[config.mk]
export PLATFORM = sky130hd
export DESIGN_NAME = kbe_core
export DESIGN_NICKNAME = d
export VERILOG_FILES = /design/src/kbe_pkg.sv /design/src/kbe_core.sv /design/src/kbe_slot_timer.sv
export VERILOG_INCLUDE_DIRS = /design/src
export SDC_FILE = /design/constraint.sdc
export NUM_CORES = 1
export LEC_CHECK = 0
export BUFFER_PORTS_ARGS = -buffer_cell sky130_fd_sc_hd__buf_2
export CAP_MARGIN = 10
export CORE_MARGIN = 1.5
export CORE_UTILIZATION = 40
export CTS_BUF_LIST = sky130_fd_sc_hd__clkbuf_4
export CTS_CLUSTER_DIAMETER = 50
export DETAILED_ROUTE_END_ITERATION = 10
export GPL_TIMING_DRIVEN = 0
export HOLD_SLACK_MARGIN = 0.02
export PLACE_DENSITY_LB_ADDON = 0.05
export SLEW_MARGIN = 20
export SYNTH_ARGS = -nofsm -noshare
export SYNTH_HDL_FRONTEND = slang
export SYNTH_SLANG_ARGS = --single-unit
[constraint.sdc]
create_clock -name I_MCLK -period 3.9 [get_ports I_MCLK]
set_clock_uncertainty 0.15 [all_clocks]
set_input_delay 0.78 -clock I_MCLK [delete_from_list [all_inputs] [get_ports I_MCLK]]
set_output_delay 0.78 -clock I_MCLK [all_outputs]
set_load 0.01 [all_outputs]
[src/kbe_cfg.svh]
// constants for the keyboard encoder housekeeping block
`ifndef KBE_CFG_SVH
`define KBE_CFG_SVH
`define KBE_CODE_W 9
`define KBE_KEYS 32
`define KBE_SCAN_LEN 33
`define KBE_WORD_LEN 76
`define KBE_SLOT_FIRST 11
`define KBE_SLOT_LAST 30
`define KBE_SLOT_XMIT_KEY 12
`define KBE_SLOT_ALARM_SET 13
`define KBE_SLOT_ALARM_RST 14
`define KBE_SLOT_STATIC_CMD0 15
`define KBE_SLOT_ALARM_OUT 19
`define KBE_SLOT_PENDING 20
`define KBE_SLOT_DATA0 22
`define KBE_STATIC_SAMPLE_SLOT 5
`define KBE_DEBOUNCE_DEF 10
`define KBE_STATIC_W 8
`endif

[src/kbe_pkg.sv]
// types for the keyboard encoder housekeeping block
`default_nettype none
package kbe_pkg;
	typedef enum logic [2:0]
	{
		KBE_IDLE = 3'h0,
		KBE_PRESS = 3'h1,
		KBE_PEND = 3'h3,
		KBE_HELD = 3'h2,
		KBE_RELEASE = 3'h6
	} kbe_phase_t;

	typedef struct packed
	{
		logic [6:0] slot;
		logic in_word;
	} kbe_slot_t;
endpackage
`default_nettype wire

[src/kbe_core.sv]
// keyboard encoder housekeeping: lookup, debounce, rollover, alarm, serial bus
`timescale 1ns/1ns
`default_nettype none
`include "kbe_cfg.svh"
module kbe_core
	import kbe_pkg::*;
#(
	parameter logic [3:0] DEBOUNCE_MOD = 4'(`KBE_DEBOUNCE_DEF),
	parameter logic [1:0] STATIC_SLOT_SEL = 2'h0,
	parameter logic ALARM_ON_BUS = 1'b1,
	parameter logic [`KBE_CODE_W*2*`KBE_KEYS-1:0] LOOKUP_INIT = '0
)
(
	input wire logic I_MCLK,
	input wire logic I_RST_N,
	input wire logic I_WORD_SYNC_MARKER,
	input wire logic I_BUS,
	input wire logic I_KEY_RETURN,
	input wire logic [4:0] I_SCAN_POS,
	input wire logic I_SCAN_BLOCK,
	input wire logic I_UPPER_CASE,
	input wire logic I_CLEAR_KEY,
	input wire logic I_TEST,
	input wire logic [`KBE_STATIC_W-1:0] I_STATIC_SW,
	input wire logic [2:0] I_SCAN_SLOT,
	output logic O_BUS,
	output logic O_BUS_OE_N,
	output logic [`KBE_CODE_W-1:0] O_CODE,
	output logic O_BUSY1,
	output logic O_BUSY2,
	output logic O_ALARM
);
	initial
	begin
		if (DEBOUNCE_MOD < 4'h1 || DEBOUNCE_MOD > 4'hf)
			$error("debounce modulus out of range");
	end

	localparam int WORDS = 2 * `KBE_KEYS;
	logic [`KBE_CODE_W-1:0] lookup [WORDS];
	always_comb
	begin
		for (int i = 0; i < WORDS; i++)
			lookup[i] = LOOKUP_INIT[i*`KBE_CODE_W +: `KBE_CODE_W];
	end

	// ------------------------------------------------------------
	// pin synchronisers
	// ------------------------------------------------------------
	// marker, bus and scanned key returns come from logic on this clock; one-bit slots and the
	// scan position of the same cycle would be lost behind a filter, so only the clear key is synced
	logic [2:0] sy_clr_ff;
	logic sync_q, bus_q, key_q, clr_q;
	assign sync_q = I_WORD_SYNC_MARKER;
	assign bus_q = I_BUS;
	assign key_q = I_KEY_RETURN;
	always_ff @(posedge I_MCLK or negedge I_RST_N)
	begin
		if (!I_RST_N)
		begin
			sy_clr_ff <= '0;
			clr_q <= 1'b0;
		end
		else
		begin
			sy_clr_ff <= {sy_clr_ff[1:0], I_CLEAR_KEY};
			if (sy_clr_ff[1] == sy_clr_ff[2])
				clr_q <= sy_clr_ff[2];
		end
	end

	logic sync_d;
	logic sync_rise;
	always_ff @(posedge I_MCLK or negedge I_RST_N)
	begin
		if (!I_RST_N)
			sync_d <= 1'b0;
		else
			sync_d <= sync_q;
	end
	assign sync_rise = sync_q & ~sync_d;

	kbe_slot_t slot;
	kbe_slot_timer u_slot
	(
		.i_clk(I_MCLK),
		.i_rst_n(I_RST_N),
		.i_sync(sync_rise),
		.o_slot(slot)
	);

	// bus window decode; only bit times 11..30 touch the bus
	logic in_win;
	assign in_win = slot.in_word && slot.slot >= 7'(`KBE_SLOT_FIRST) && slot.slot <= 7'(`KBE_SLOT_LAST);
	logic cmd_xmit, cmd_aset, cmd_arst, cmd_static;
	assign cmd_xmit = in_win && slot.slot == 7'(`KBE_SLOT_XMIT_KEY) && bus_q;
	assign cmd_aset = in_win && slot.slot == 7'(`KBE_SLOT_ALARM_SET) && bus_q;
	assign cmd_arst = in_win && slot.slot == 7'(`KBE_SLOT_ALARM_RST) && bus_q;
	assign cmd_static = in_win && slot.slot == 7'(`KBE_SLOT_STATIC_CMD0) + 7'(STATIC_SLOT_SEL) && bus_q;

	// ------------------------------------------------------------
	// state
	// ------------------------------------------------------------
	typedef struct packed
	{
		kbe_phase_t phase;
		logic [5:0] mcnt;
		logic [3:0] ecnt;
		logic first_code_latch;
		logic second_code_latch;
		logic busy1;
		logic busy2;
		logic first_sent;
		logic second_sent;
		logic cyc_hit;
		logic pending;
		logic alarm;
		logic [4:0] key_pos;
		logic [4:0] key2_pos;
		logic [`KBE_CODE_W-1:0] code_sr;
		logic [`KBE_CODE_W-1:0] code_out;
		logic [`KBE_STATIC_W-1:0] static_hold;
		logic [`KBE_STATIC_W-1:0] static_sr;
		logic key_tx;
		logic static_tx;
		logic bus_o;
		logic bus_oe_n;
	} kbe_state_t;

	kbe_state_t st_ff;
	kbe_state_t nxt_st;
	logic mwrap;
	logic estep_done;
	logic key_hit_any;
	logic key_seen;

	always_comb
	begin
		nxt_st = st_ff;
		key_hit_any = key_q;
		mwrap = st_ff.mcnt == 6'(`KBE_SCAN_LEN - 1);
		estep_done = I_TEST || (mwrap && !I_SCAN_BLOCK && st_ff.ecnt == DEBOUNCE_MOD - 4'h1);
		// rollover phase counter, stalled with the scan
		if (!I_SCAN_BLOCK)
			nxt_st.mcnt = mwrap ? 6'h0 : st_ff.mcnt + 6'h1;
		if (mwrap && !I_SCAN_BLOCK)
			nxt_st.ecnt = st_ff.ecnt + 4'h1;
		if (I_SCAN_SLOT == 3'(`KBE_STATIC_SAMPLE_SLOT) && !I_SCAN_BLOCK && I_SCAN_POS == 5'h0)
			nxt_st.static_hold = I_STATIC_SW;
		// a full phase cycle without any hit means every key is up
		key_seen = st_ff.cyc_hit || key_hit_any;
		nxt_st.cyc_hit = (mwrap && !I_SCAN_BLOCK) ? 1'b0 : key_seen;
		case (st_ff.phase)
			KBE_IDLE:
			begin
				if (key_hit_any && !st_ff.first_code_latch)
				begin
					nxt_st.first_code_latch = 1'b1;
					nxt_st.busy1 = 1'b1;
					nxt_st.mcnt = I_SCAN_BLOCK ? 6'h0 : 6'h1; // first key sits at phase 0
					nxt_st.ecnt = 4'h0;
					nxt_st.key_pos = I_SCAN_POS;
					nxt_st.phase = KBE_PRESS;
				end
			end
			KBE_PRESS:
			begin
				if (estep_done)
				begin
					nxt_st.code_sr = lookup[{I_UPPER_CASE, st_ff.key_pos}];
					nxt_st.pending = 1'b1;
					nxt_st.phase = KBE_PEND;
				end
			end
			KBE_PEND:
			begin
				if (key_hit_any && st_ff.mcnt != 6'h0 && !st_ff.first_sent)
					nxt_st.alarm = 1'b1;
				if (st_ff.first_sent && !st_ff.pending)
					nxt_st.phase = KBE_HELD;
			end
			KBE_HELD:
			begin
				if (key_hit_any && st_ff.mcnt != 6'h0 && !st_ff.second_code_latch)
				begin
					nxt_st.second_code_latch = 1'b1;
					nxt_st.busy2 = 1'b1;
					nxt_st.second_sent = 1'b0;
					nxt_st.key2_pos = I_SCAN_POS;
					nxt_st.ecnt = 4'h0;
				end
				else if (st_ff.second_code_latch && !st_ff.second_sent && estep_done && !st_ff.pending)
				begin
					nxt_st.code_sr = lookup[{I_UPPER_CASE, st_ff.key2_pos}];
					nxt_st.pending = 1'b1;
					nxt_st.second_sent = 1'b1;
				end
				if (key_hit_any && st_ff.mcnt != 6'h0 && st_ff.second_code_latch && st_ff.key2_pos != I_SCAN_POS)
					nxt_st.alarm = 1'b1;
				// one key up: the first at phase 0, or the second at its own position
				if (st_ff.busy2 && st_ff.second_sent && !st_ff.pending && !key_hit_any && !I_SCAN_BLOCK
					&& (st_ff.mcnt == 6'h0 || I_SCAN_POS == st_ff.key2_pos))
					nxt_st.busy2 = 1'b0;
				// second latch stays until all keys are up, so a held second key is never taken twice
				if (mwrap && !I_SCAN_BLOCK && !key_seen && !st_ff.pending
					&& (!st_ff.second_code_latch || st_ff.second_sent))
				begin
					nxt_st.ecnt = 4'h0;
					nxt_st.phase = KBE_RELEASE;
				end
			end
			KBE_RELEASE:
			begin
				if (key_hit_any)
					nxt_st.phase = KBE_HELD;
				else if (estep_done)
				begin
					nxt_st.first_code_latch = 1'b0;
					nxt_st.busy1 = 1'b0;
					nxt_st.busy2 = 1'b0;
					nxt_st.second_code_latch = 1'b0;
					nxt_st.first_sent = 1'b0;
					nxt_st.second_sent = 1'b0;
					nxt_st.phase = KBE_IDLE;
				end
			end
			default:
				nxt_st.phase = KBE_IDLE;
		endcase
		// key send: 9 bits in slots 22..30 of the same word
		if (cmd_xmit && st_ff.pending)
		begin
			nxt_st.key_tx = 1'b1;
			nxt_st.pending = 1'b0;
			nxt_st.first_sent = 1'b1;
			nxt_st.code_out = st_ff.code_sr;
		end
		if (cmd_static)
		begin
			nxt_st.static_tx = 1'b1;
			nxt_st.static_sr = st_ff.static_hold;
		end
		nxt_st.bus_o = 1'b0;
		nxt_st.bus_oe_n = 1'b1;
		if (in_win)
		begin
			if (slot.slot == 7'(`KBE_SLOT_PENDING) - 7'h1 && st_ff.pending)
			begin
				nxt_st.bus_o = 1'b1;
				nxt_st.bus_oe_n = 1'b0;
			end
			if (slot.slot == 7'(`KBE_SLOT_ALARM_OUT) - 7'h1 && st_ff.alarm && ALARM_ON_BUS)
			begin
				nxt_st.bus_o = 1'b1;
				nxt_st.bus_oe_n = 1'b0;
			end
			if (slot.slot >= 7'(`KBE_SLOT_DATA0) - 7'h1 && slot.slot < 7'(`KBE_SLOT_LAST))
			begin
				if (st_ff.key_tx)
				begin
					nxt_st.bus_o = st_ff.code_out[0];
					nxt_st.bus_oe_n = 1'b0;
					nxt_st.code_out = {1'b0, st_ff.code_out[`KBE_CODE_W-1:1]};
				end
				else if (st_ff.static_tx && slot.slot < 7'(`KBE_SLOT_DATA0 + `KBE_STATIC_W) - 7'h1)
				begin
					nxt_st.bus_o = st_ff.static_sr[0];
					nxt_st.bus_oe_n = 1'b0;
					nxt_st.static_sr = {1'b0, st_ff.static_sr[`KBE_STATIC_W-1:1]};
				end
			end
		end
		if (slot.slot == 7'(`KBE_SLOT_LAST) && slot.in_word)
		begin
			nxt_st.key_tx = 1'b0;
			nxt_st.static_tx = 1'b0;
		end
		// bus set wins over clear
		if (clr_q || cmd_arst)
			nxt_st.alarm = 1'b0;
		if (cmd_aset)
			nxt_st.alarm = 1'b1;
		if (key_hit_any && st_ff.mcnt != 6'h0 && st_ff.phase == KBE_PEND && !st_ff.first_sent)
			nxt_st.alarm = 1'b1;
	end

	always_ff @(posedge I_MCLK or negedge I_RST_N)
	begin
		if (!I_RST_N)
		begin
			st_ff <= '0;
			st_ff.phase <= KBE_IDLE;
			st_ff.bus_oe_n <= 1'b1;
		end
		else
			st_ff <= nxt_st;
	end

	always_ff @(posedge I_MCLK or negedge I_RST_N)
	begin
		if (!I_RST_N)
		begin
			O_BUS <= 1'b0;
			O_BUS_OE_N <= 1'b1;
			O_CODE <= '0;
			O_BUSY1 <= 1'b0;
			O_BUSY2 <= 1'b0;
			O_ALARM <= 1'b0;
		end
		else
		begin
			O_BUS <= nxt_st.bus_o;
			O_BUS_OE_N <= nxt_st.bus_oe_n;
			O_CODE <= nxt_st.code_sr;
			O_BUSY1 <= nxt_st.busy1;
			O_BUSY2 <= nxt_st.busy2;
			O_ALARM <= nxt_st.alarm;
		end
	end

	// ------------------------------------------------------------
	// checks
	// ------------------------------------------------------------
	property p_mwrap;
		@(posedge I_MCLK) disable iff (!I_RST_N) st_ff.mcnt <= 6'(`KBE_SCAN_LEN - 1);
	endproperty
	a_mwrap: assert property (p_mwrap) else $error("phase counter over modulus");
	property p_stall;
		@(posedge I_MCLK) disable iff (!I_RST_N) I_SCAN_BLOCK && st_ff.phase != KBE_IDLE |=> $stable(st_ff.mcnt);
	endproperty
	a_stall: assert property (p_stall) else $error("phase counter moved while blocked");
	property p_win;
		@(posedge I_MCLK) disable iff (!I_RST_N) !O_BUS_OE_N |-> $past(in_win);
	endproperty
	a_win: assert property (p_win) else $error("bus driven outside window");
	property p_pend;
		@(posedge I_MCLK) disable iff (!I_RST_N) cmd_xmit && st_ff.pending |=> !st_ff.pending && st_ff.key_tx;
	endproperty
	a_pend: assert property (p_pend) else $error("send not taken");
	property p_aset;
		@(posedge I_MCLK) disable iff (!I_RST_N) cmd_aset |=> O_ALARM;
	endproperty
	a_aset: assert property (p_aset) else $error("alarm set ignored");
	property p_arst;
		@(posedge I_MCLK) disable iff (!I_RST_N) cmd_arst && !cmd_aset && !key_hit_any |=> !O_ALARM;
	endproperty
	a_arst: assert property (p_arst) else $error("alarm reset ignored");
	property p_busy;
		@(posedge I_MCLK) disable iff (!I_RST_N) O_BUSY2 |-> O_BUSY1;
	endproperty
	a_busy: assert property (p_busy) else $error("busy two without busy one");
	property p_load;
		@(posedge I_MCLK) disable iff (!I_RST_N) st_ff.phase == KBE_PRESS && estep_done |=> st_ff.pending ##1 O_CODE == $past(st_ff.code_sr);
	endproperty
	a_load: assert property (p_load) else $error("code not loaded");
	c_send: cover property (@(posedge I_MCLK) disable iff (!I_RST_N) cmd_xmit && st_ff.pending);
	c_alarm: cover property (@(posedge I_MCLK) disable iff (!I_RST_N) $rose(O_ALARM));
	c_second: cover property (@(posedge I_MCLK) disable iff (!I_RST_N) $rose(O_BUSY2));
endmodule
`default_nettype wire

[src/kbe_slot_timer.sv]
// bit-time counter locked to the word sync marker
`timescale 1ns/1ns
`default_nettype none
`include "kbe_cfg.svh"
module kbe_slot_timer
	import kbe_pkg::*;
(
	input wire logic i_clk,
	input wire logic i_rst_n,
	input wire logic i_sync,
	output var kbe_slot_t o_slot
);
	kbe_slot_t st_ff;
	kbe_slot_t nxt_st;

	always_comb
	begin
		nxt_st = st_ff;
		if (i_sync)
		begin
			nxt_st.slot = 7'h0;
			nxt_st.in_word = 1'b1;
		end
		else if (st_ff.in_word)
		begin
			if (st_ff.slot == 7'(`KBE_WORD_LEN - 1))
				nxt_st.in_word = 1'b0;
			else
				nxt_st.slot = st_ff.slot + 7'h1;
		end
	end

	always_ff @(posedge i_clk or negedge i_rst_n)
	begin
		if (!i_rst_n)
			st_ff <= '0;
		else
			st_ff <= nxt_st;
	end

	assign o_slot = st_ff;
endmodule
`default_nettype wire

======== Yosys cells after proc, flatten, opt, wreduce, memory -nomap -nowiden ========
Memory sizes are Yosys's and may differ from the RTL's.
Cells that the tools add are included.
operators by class
  multiplexer cells ....................... 70
  add/subtract/negate cells ............... 3
  order comparisons ....................... 7
  bitwise gates (word level) .............. 4
  eq/ne operators ......................... 37
  reduce and logical (&&, ||, !) cells .... 79
operators with widths
  cell                 number
  $mux 9               11
  $mux 8               7
  $logic_and 1x1->1    40
  $mux 6               5
  $eq 7x4->1 const B   4
  $reduce_and 4->1     6
  $eq 7x5->1 const B   3
  $mux 1               20
  $ne 2x2->1 const B   10
  $ne 3x3->1 const B   6
  $pmux 9 s2           1
  $reduce_bool 2->1    8
  $mux 3               5
  $pmux 3 s5           1
  $ge 7x7->1 const B   2
  $lt 7x5->1 const B   2
  $mux 14              1
  $mux 2               7
  $not 6->7            2
  $pmux 1 s2           7
  $mux 4               3
  $logic_not 1->1      8
  $pmux 4 s2           1
  $add 7x1->7 const B  1
  other kinds (30)     39
word-level totals
  input bits .............................. 25
  output and inout bits ................... 14
  memories ................................ 2
  memory bits (read-only) ................. 1152
  register bits ........................... 83
  logic and storage cells ................. 229
memories
  name              depth  bits a word  rd ports  clocked after memory_dff  wr ports  RTL line         RTL
  (name not given)  64     9            1         0                         0         kbe_core.sv:194  nxt_st.code_sr = lookup[{I_UPPER_CASE, st_ff.key2_pos}];
  (name not given)  64     9            1         0                         0         kbe_core.sv:170  nxt_st.code_sr = lookup[{I_UPPER_CASE, st_ff.key_pos}];

======== Depth between registers and ports, before layout ========
  word-level depth ........................ 10
  depth in mapped cells ................... 8
  depth with buffers taken out ............ 7

======== Cells and area by module ========
Synthesis repeated with hierarchy kept, for this count alone.
second synthesis, totals
  cell total of the unflattened synthesis .. 343
  area total of the unflattened synthesis .. 3480.8 um2
modules (own cells, without submodules)
  module          area each (um2)  cells each  instances
  kbe_core        3032.9           298         1
  kbe_slot_timer  447.9            45          1

======== Worst setup path after synthesis ========
Ideal clock, no wire load.
  path kind ............................... register -> register
  from .................................... register u_slot.st_ff (netlist bit u_slot.o_slot[2])
  to ...................................... register st_ff[10] (netlist name)
  setup time .............................. 125 ps
  data required time ...................... 3625 ps
  arrival ................................. 2160 ps
  slack ................................... 1465 ps
  clock period less this slack ............ 2435 ps
  stages on the path, launching flop included .. 9
  path buffers ............................ 2
  path through ............................ dfrtp_1 ha_1 clkbuf_1 a211oi_1 o21ai_0 o2111ai_1 or4_1 buf_6 mux2_4
RTL lines
  what                    RTL line              RTL
  start, declared         kbe_slot_timer.sv:13  kbe_slot_t st_ff;
  start signal, assigned  kbe_slot_timer.sv:38  st_ff <= nxt_st;
  end signal, assigned    kbe_core.sv:296       st_ff <= nxt_st;
  end, declared           kbe_core.sv:130       kbe_state_t st_ff;

==> qor.log <==
qor: worst_setup_path.setup.worst_path.start_class flop
qor: global_routing.grt_use_total 15.1%
qor: route.drt_pass1_iterations 4
qor: clock_network.cts.clk_slew.worst_paths 120 ps
qor: clock_network.clk_tree_root_cell sky130_fd_sc_hd__clkbuf_4
qor: worst_setup_path.worst_flop_to_flop_path_startpoint u_slot.o_slot[2]
qor: worst_setup_path.reg2regPathDepth 8
qor: power_and_ir_drop.switching_power 0.000669 W
qor: clock_network.number_of_clock_buffers_inserted_by_tritoncts 9
qor: worst_setup_path.worstPathMaxFanout 10
qor: final_layout.antenna_fix_cells 0
qor: final_layout.num-nets-final 412
qor: sta.max_freq 365 MHz
qor: power_and_ir_drop.leakagePower 1.84 nW
qor: sta.slew_headroom 53.9%
qor: sta.finalSetupViolations 0
qor: worst_setup_path.worst_setup_path_end_kind flop
qor: power_and_ir_drop.power_report.internal_total 0.00131 W
qor: sta.setup-tns-final 0 ps
qor: route.detail_route.vias_per_cell 4.99
qor: synth.synth.avg_cell_area 10.5 µm²
qor: synth.synth_top_flop_cell sky130_fd_sc_hd__dfrtp_1
qor: clock_network.post_cts.repair.setup_buffers 0
qor: route.totalWireLength 6520 µm
qor: floorplanning.die_height 96.6 µm
qor: power_and_ir_drop.p_seq_share 48.4%
qor: synth.yosysTopAreaCell sky130_fd_sc_hd__dfrtp_1
qor: sta.tightest_slew 686 ps
qor: route.ant_nets 0
qor: global_routing.grt_max_degree 40
qor: global_routing.antenna_found_initial 0
qor: worst_setup_path.worstPathCellList ha_1 -> clkbuf_1 -> a211oi_1 -> o21ai_0 -> o2111ai_1 -> or4_1 -> buf_6 -> mux2_4
qor: route.routedWlPerCell 13.3 µm
qor: floorplanning.initial_utilization 42.0%
qor: synth.synth.distinct_cells 53
qor: worst_setup_path.cp.required 4040 ps
qor: power_and_ir_drop.ir_worst_vdd 0.246 mV
qor: synth.ys.warnings.count 0
qor: synth.proportion_of_register_bits_with_asynchronous_set_or_reset_after_synthesis 100%
qor: final_layout.mostFrequentLayoutCells 68 x sky130_fd_sc_hd__dfrtp_1, 30 x sky130_fd_sc_hd__nor2_1, 29 x sky130_fd_sc_hd__nand2_1, 28 x sky130_fd_sc_hd__buf_2, 22 x sky130_fd_sc_hd__inv_1
qor: worst_setup_path.critPathKind flop to flop
qor: sta.min_period_over_period 70.3%
qor: synth.synth_area 3510 µm²
qor: final_layout.fillerInstances 817
qor: floorplanning.boundaryPins 39
qor: final_layout.mostFrequentLayoutCell sky130_fd_sc_hd__dfrtp_1
qor: clock_network.tritoncts built
qor: power_and_ir_drop.combPwrFrac 25.3%
qor: synth.syn_inst 333
qor: global_routing.grt_overflow 0
qor: placed_design.io_buffers 26
qor: worst_setup_path.worst_path_max_stage_delay 570 ps
qor: final_layout.final-seq-area 1730 µm²
qor: synth.ys_ff_latch 69
qor: floorplanning.die_area 9340 µm²
qor: synth.yosys.area.top_type_share 48.5%
qor: clock_network.post_cts_resized 0
qor: clock_network.h_tree_levels 3
qor: worst_setup_path.slowest_stage sky130_fd_sc_hd__or4_1
qor: power_and_ir_drop.p_per_area 497 nW/µm²
qor: placed_design.placed_cell_area 3820 µm²
qor: sta.rsz0062_at_grt false
qor: run.maxCapViolCount 0
qor: worst_hold_path.timing.hold.worst.class primary input to async pin
qor: worst_setup_path.critical_path.reg2reg.endpoint st_ff[10]
qor: final_layout.drive_above_1_share 23.4%
qor: clock_network.worstSkewPairLatency 400 ps
qor: power_and_ir_drop.clock_power_share 26.2%
qor: clock_network.cts.path.max_buffers 2
qor: placed_design.detailed_place_hpwl 4700 µm
qor: synth.synth.area.top_cells sky130_fd_sc_hd__dfrtp_1 49%, sky130_fd_sc_hd__mux2_2 6.4%, sky130_fd_sc_hd__nor2_1 3.2%
qor: sta.final-hold-violation-count 0
qor: route.routed-via-count 2442
qor: floorplanning.coreArea 8340 µm²
qor: outcome.run_status complete, no violations
qor: clock_network.clock_sinks 69
qor: clock_network.cts_hold_buf 0
qor: worst_setup_path.cp.arrival 2880 ps
qor: synth.synth_enable_flop_cells 0
qor: worst_setup_path.ff2ff_setup_slack 1160 ps
qor: floorplanning.die_x 96.6 µm
qor: floorplanning.placement_rows 33
qor: synth.synth-seq-area-share 49.3%
qor: final_layout.finalInstanceArea 3980 µm²
qor: route.drc 0
qor: final_layout.area_delta_synth_final 13.4%
qor: global_routing.grt_first_pass_wirelength 11600 µm
qor: final_layout.multiInputGateArea 1600 µm²
qor: global_routing.first_global_vias 2466
qor: sta.drv_slew 0
qor: sta.post-route-min-period 2740 ps
qor: power_and_ir_drop.switching_share 33.8%
qor: route.first_iter_violations 76
qor: placed_design.gpl.final_weighted_congestion 0.779
[worst max-delay path by stage]
stage                      from         to  slack, ps  cells after the start
2_1_floorplan  u_slot.o_slot[2]  st_ff[10]       1460                      8
3_3_place_gp   u_slot.o_slot[2]  st_ff[10]       1160                      8
3_5_place_dp   u_slot.o_slot[2]  st_ff[10]       1180                      8
4_1_cts        u_slot.o_slot[2]  st_ff[10]       1170                      8
5_1_grt        u_slot.o_slot[2]  st_ff[10]        980                      8
6_report       u_slot.o_slot[2]  st_ff[10]       1160                      8
[Yosys cell counts (3+ instances only)]
cell type	instances
sky130_fd_sc_hd__a21boi_0	3
sky130_fd_sc_hd__a21o_1	4
sky130_fd_sc_hd__a21oi_1	10
sky130_fd_sc_hd__a31oi_1	4
sky130_fd_sc_hd__buf_2	3
sky130_fd_sc_hd__buf_4	9
sky130_fd_sc_hd__clkbuf_1	7
sky130_fd_sc_hd__dfrtp_1	68
sky130_fd_sc_hd__ha_1	8
sky130_fd_sc_hd__inv_1	22
sky130_fd_sc_hd__mux2_2	20
sky130_fd_sc_hd__mux2_4	7
sky130_fd_sc_hd__mux2i_1	10
sky130_fd_sc_hd__nand2_1	29
sky130_fd_sc_hd__nand2b_1	6
sky130_fd_sc_hd__nand3_1	7
sky130_fd_sc_hd__nand4_1	8
sky130_fd_sc_hd__nor2_1	30
sky130_fd_sc_hd__nor2b_1	4
sky130_fd_sc_hd__nor3_1	4
sky130_fd_sc_hd__nor4_1	3
sky130_fd_sc_hd__o21ai_0	10
sky130_fd_sc_hd__o31ai_1	3
sky130_fd_sc_hd__xnor2_1	8
sky130_fd_sc_hd__xor2_1	9
[registers in the layout (all words and copies together) (netlist names)]
name,flops
O_BUSY1,1
u_slot.o_slot,8
st_ff,51
sync_d,1
O_BUS_OE_N,1
clr_q,1
O_BUS,1
O_BUSY2,1
O_ALARM,1
sy_clr_ff,3
[cells by family (layout without fill, tap and decap cells)]
kind of cell	count (synthesis)	after routing	share of synthesized area (%)
multiplexers	37	37	12.3
AND/OR/NAND/NOR	110	110	15.9
AO/OA/AOI/OAI	47	47	9.17
buffers and inverters	43	86	5.89
other	1	9	0.107
adder cells (fa/ha/maj)	9	9	3.14
flip-flops	69	69	49.3
XOR/XNOR	17	17	4.25
[worst max-delay path, delay by kind of cell, from the launching register on]
kind / cells / cell delay (ps)
adder cells (fa/ha/maj): 1 / 200
AO/OA/AOI/OAI: 3 / 430
flip-flops: 1 / 540
buffers and inverters: 2 / 430
AND/OR/NAND/NOR: 1 / 570
multiplexers: 1 / 300
[routing by layer]
layer  part of all wire [%]  vias to the layer above  GRT usage [%]
met5                      0                        -              0
met4                    1.4                        0           5.69
met3                    3.0                        8           2.96
met2                     44                       46           23.8
met1                     51                     1163           20.7
li1                       -                     1225              -
[per-stage QoR]
step	total power [W]	instances	util (%)	hold WS (ps)	setup WS (ps)
floorplan	0.00132	341	-	181	1460
global placement	0.00147	472	45.5	195	1160
detailed placement	0.00147	473	45.8	188	1180
CTS	0.00200	489	47.7	152	1170
global route	0.00212	489	47.7	153	978
finish	0.00198	489	47.7	156	1160
[cell type report]
cell class	count	area share (%)
Buffer	21	3.11
Inverter	22	2.08
Timing Repair Buffer	27	3.84
Clock buffer	9	1.70
Sequential cell	69	43.4
Multi-Input combinational cell	229	40.3
Clock inverter	7	2.26
Tap cell	105	3.30
[power groups by stage]
stage          Clock, W  Combinational, W  Sequential (W)
2_1_floorplan         0          0.000377        0.000944
3_3_place_gp          0          0.000499        0.000968
3_5_place_dp          0          0.000505        0.000969
4_1_cts        0.000540          0.000506        0.000955
5_1_grt        0.000576          0.000570        0.000976
6_report       0.000519          0.000501        0.000957
(Power assumes the default switching activity.)
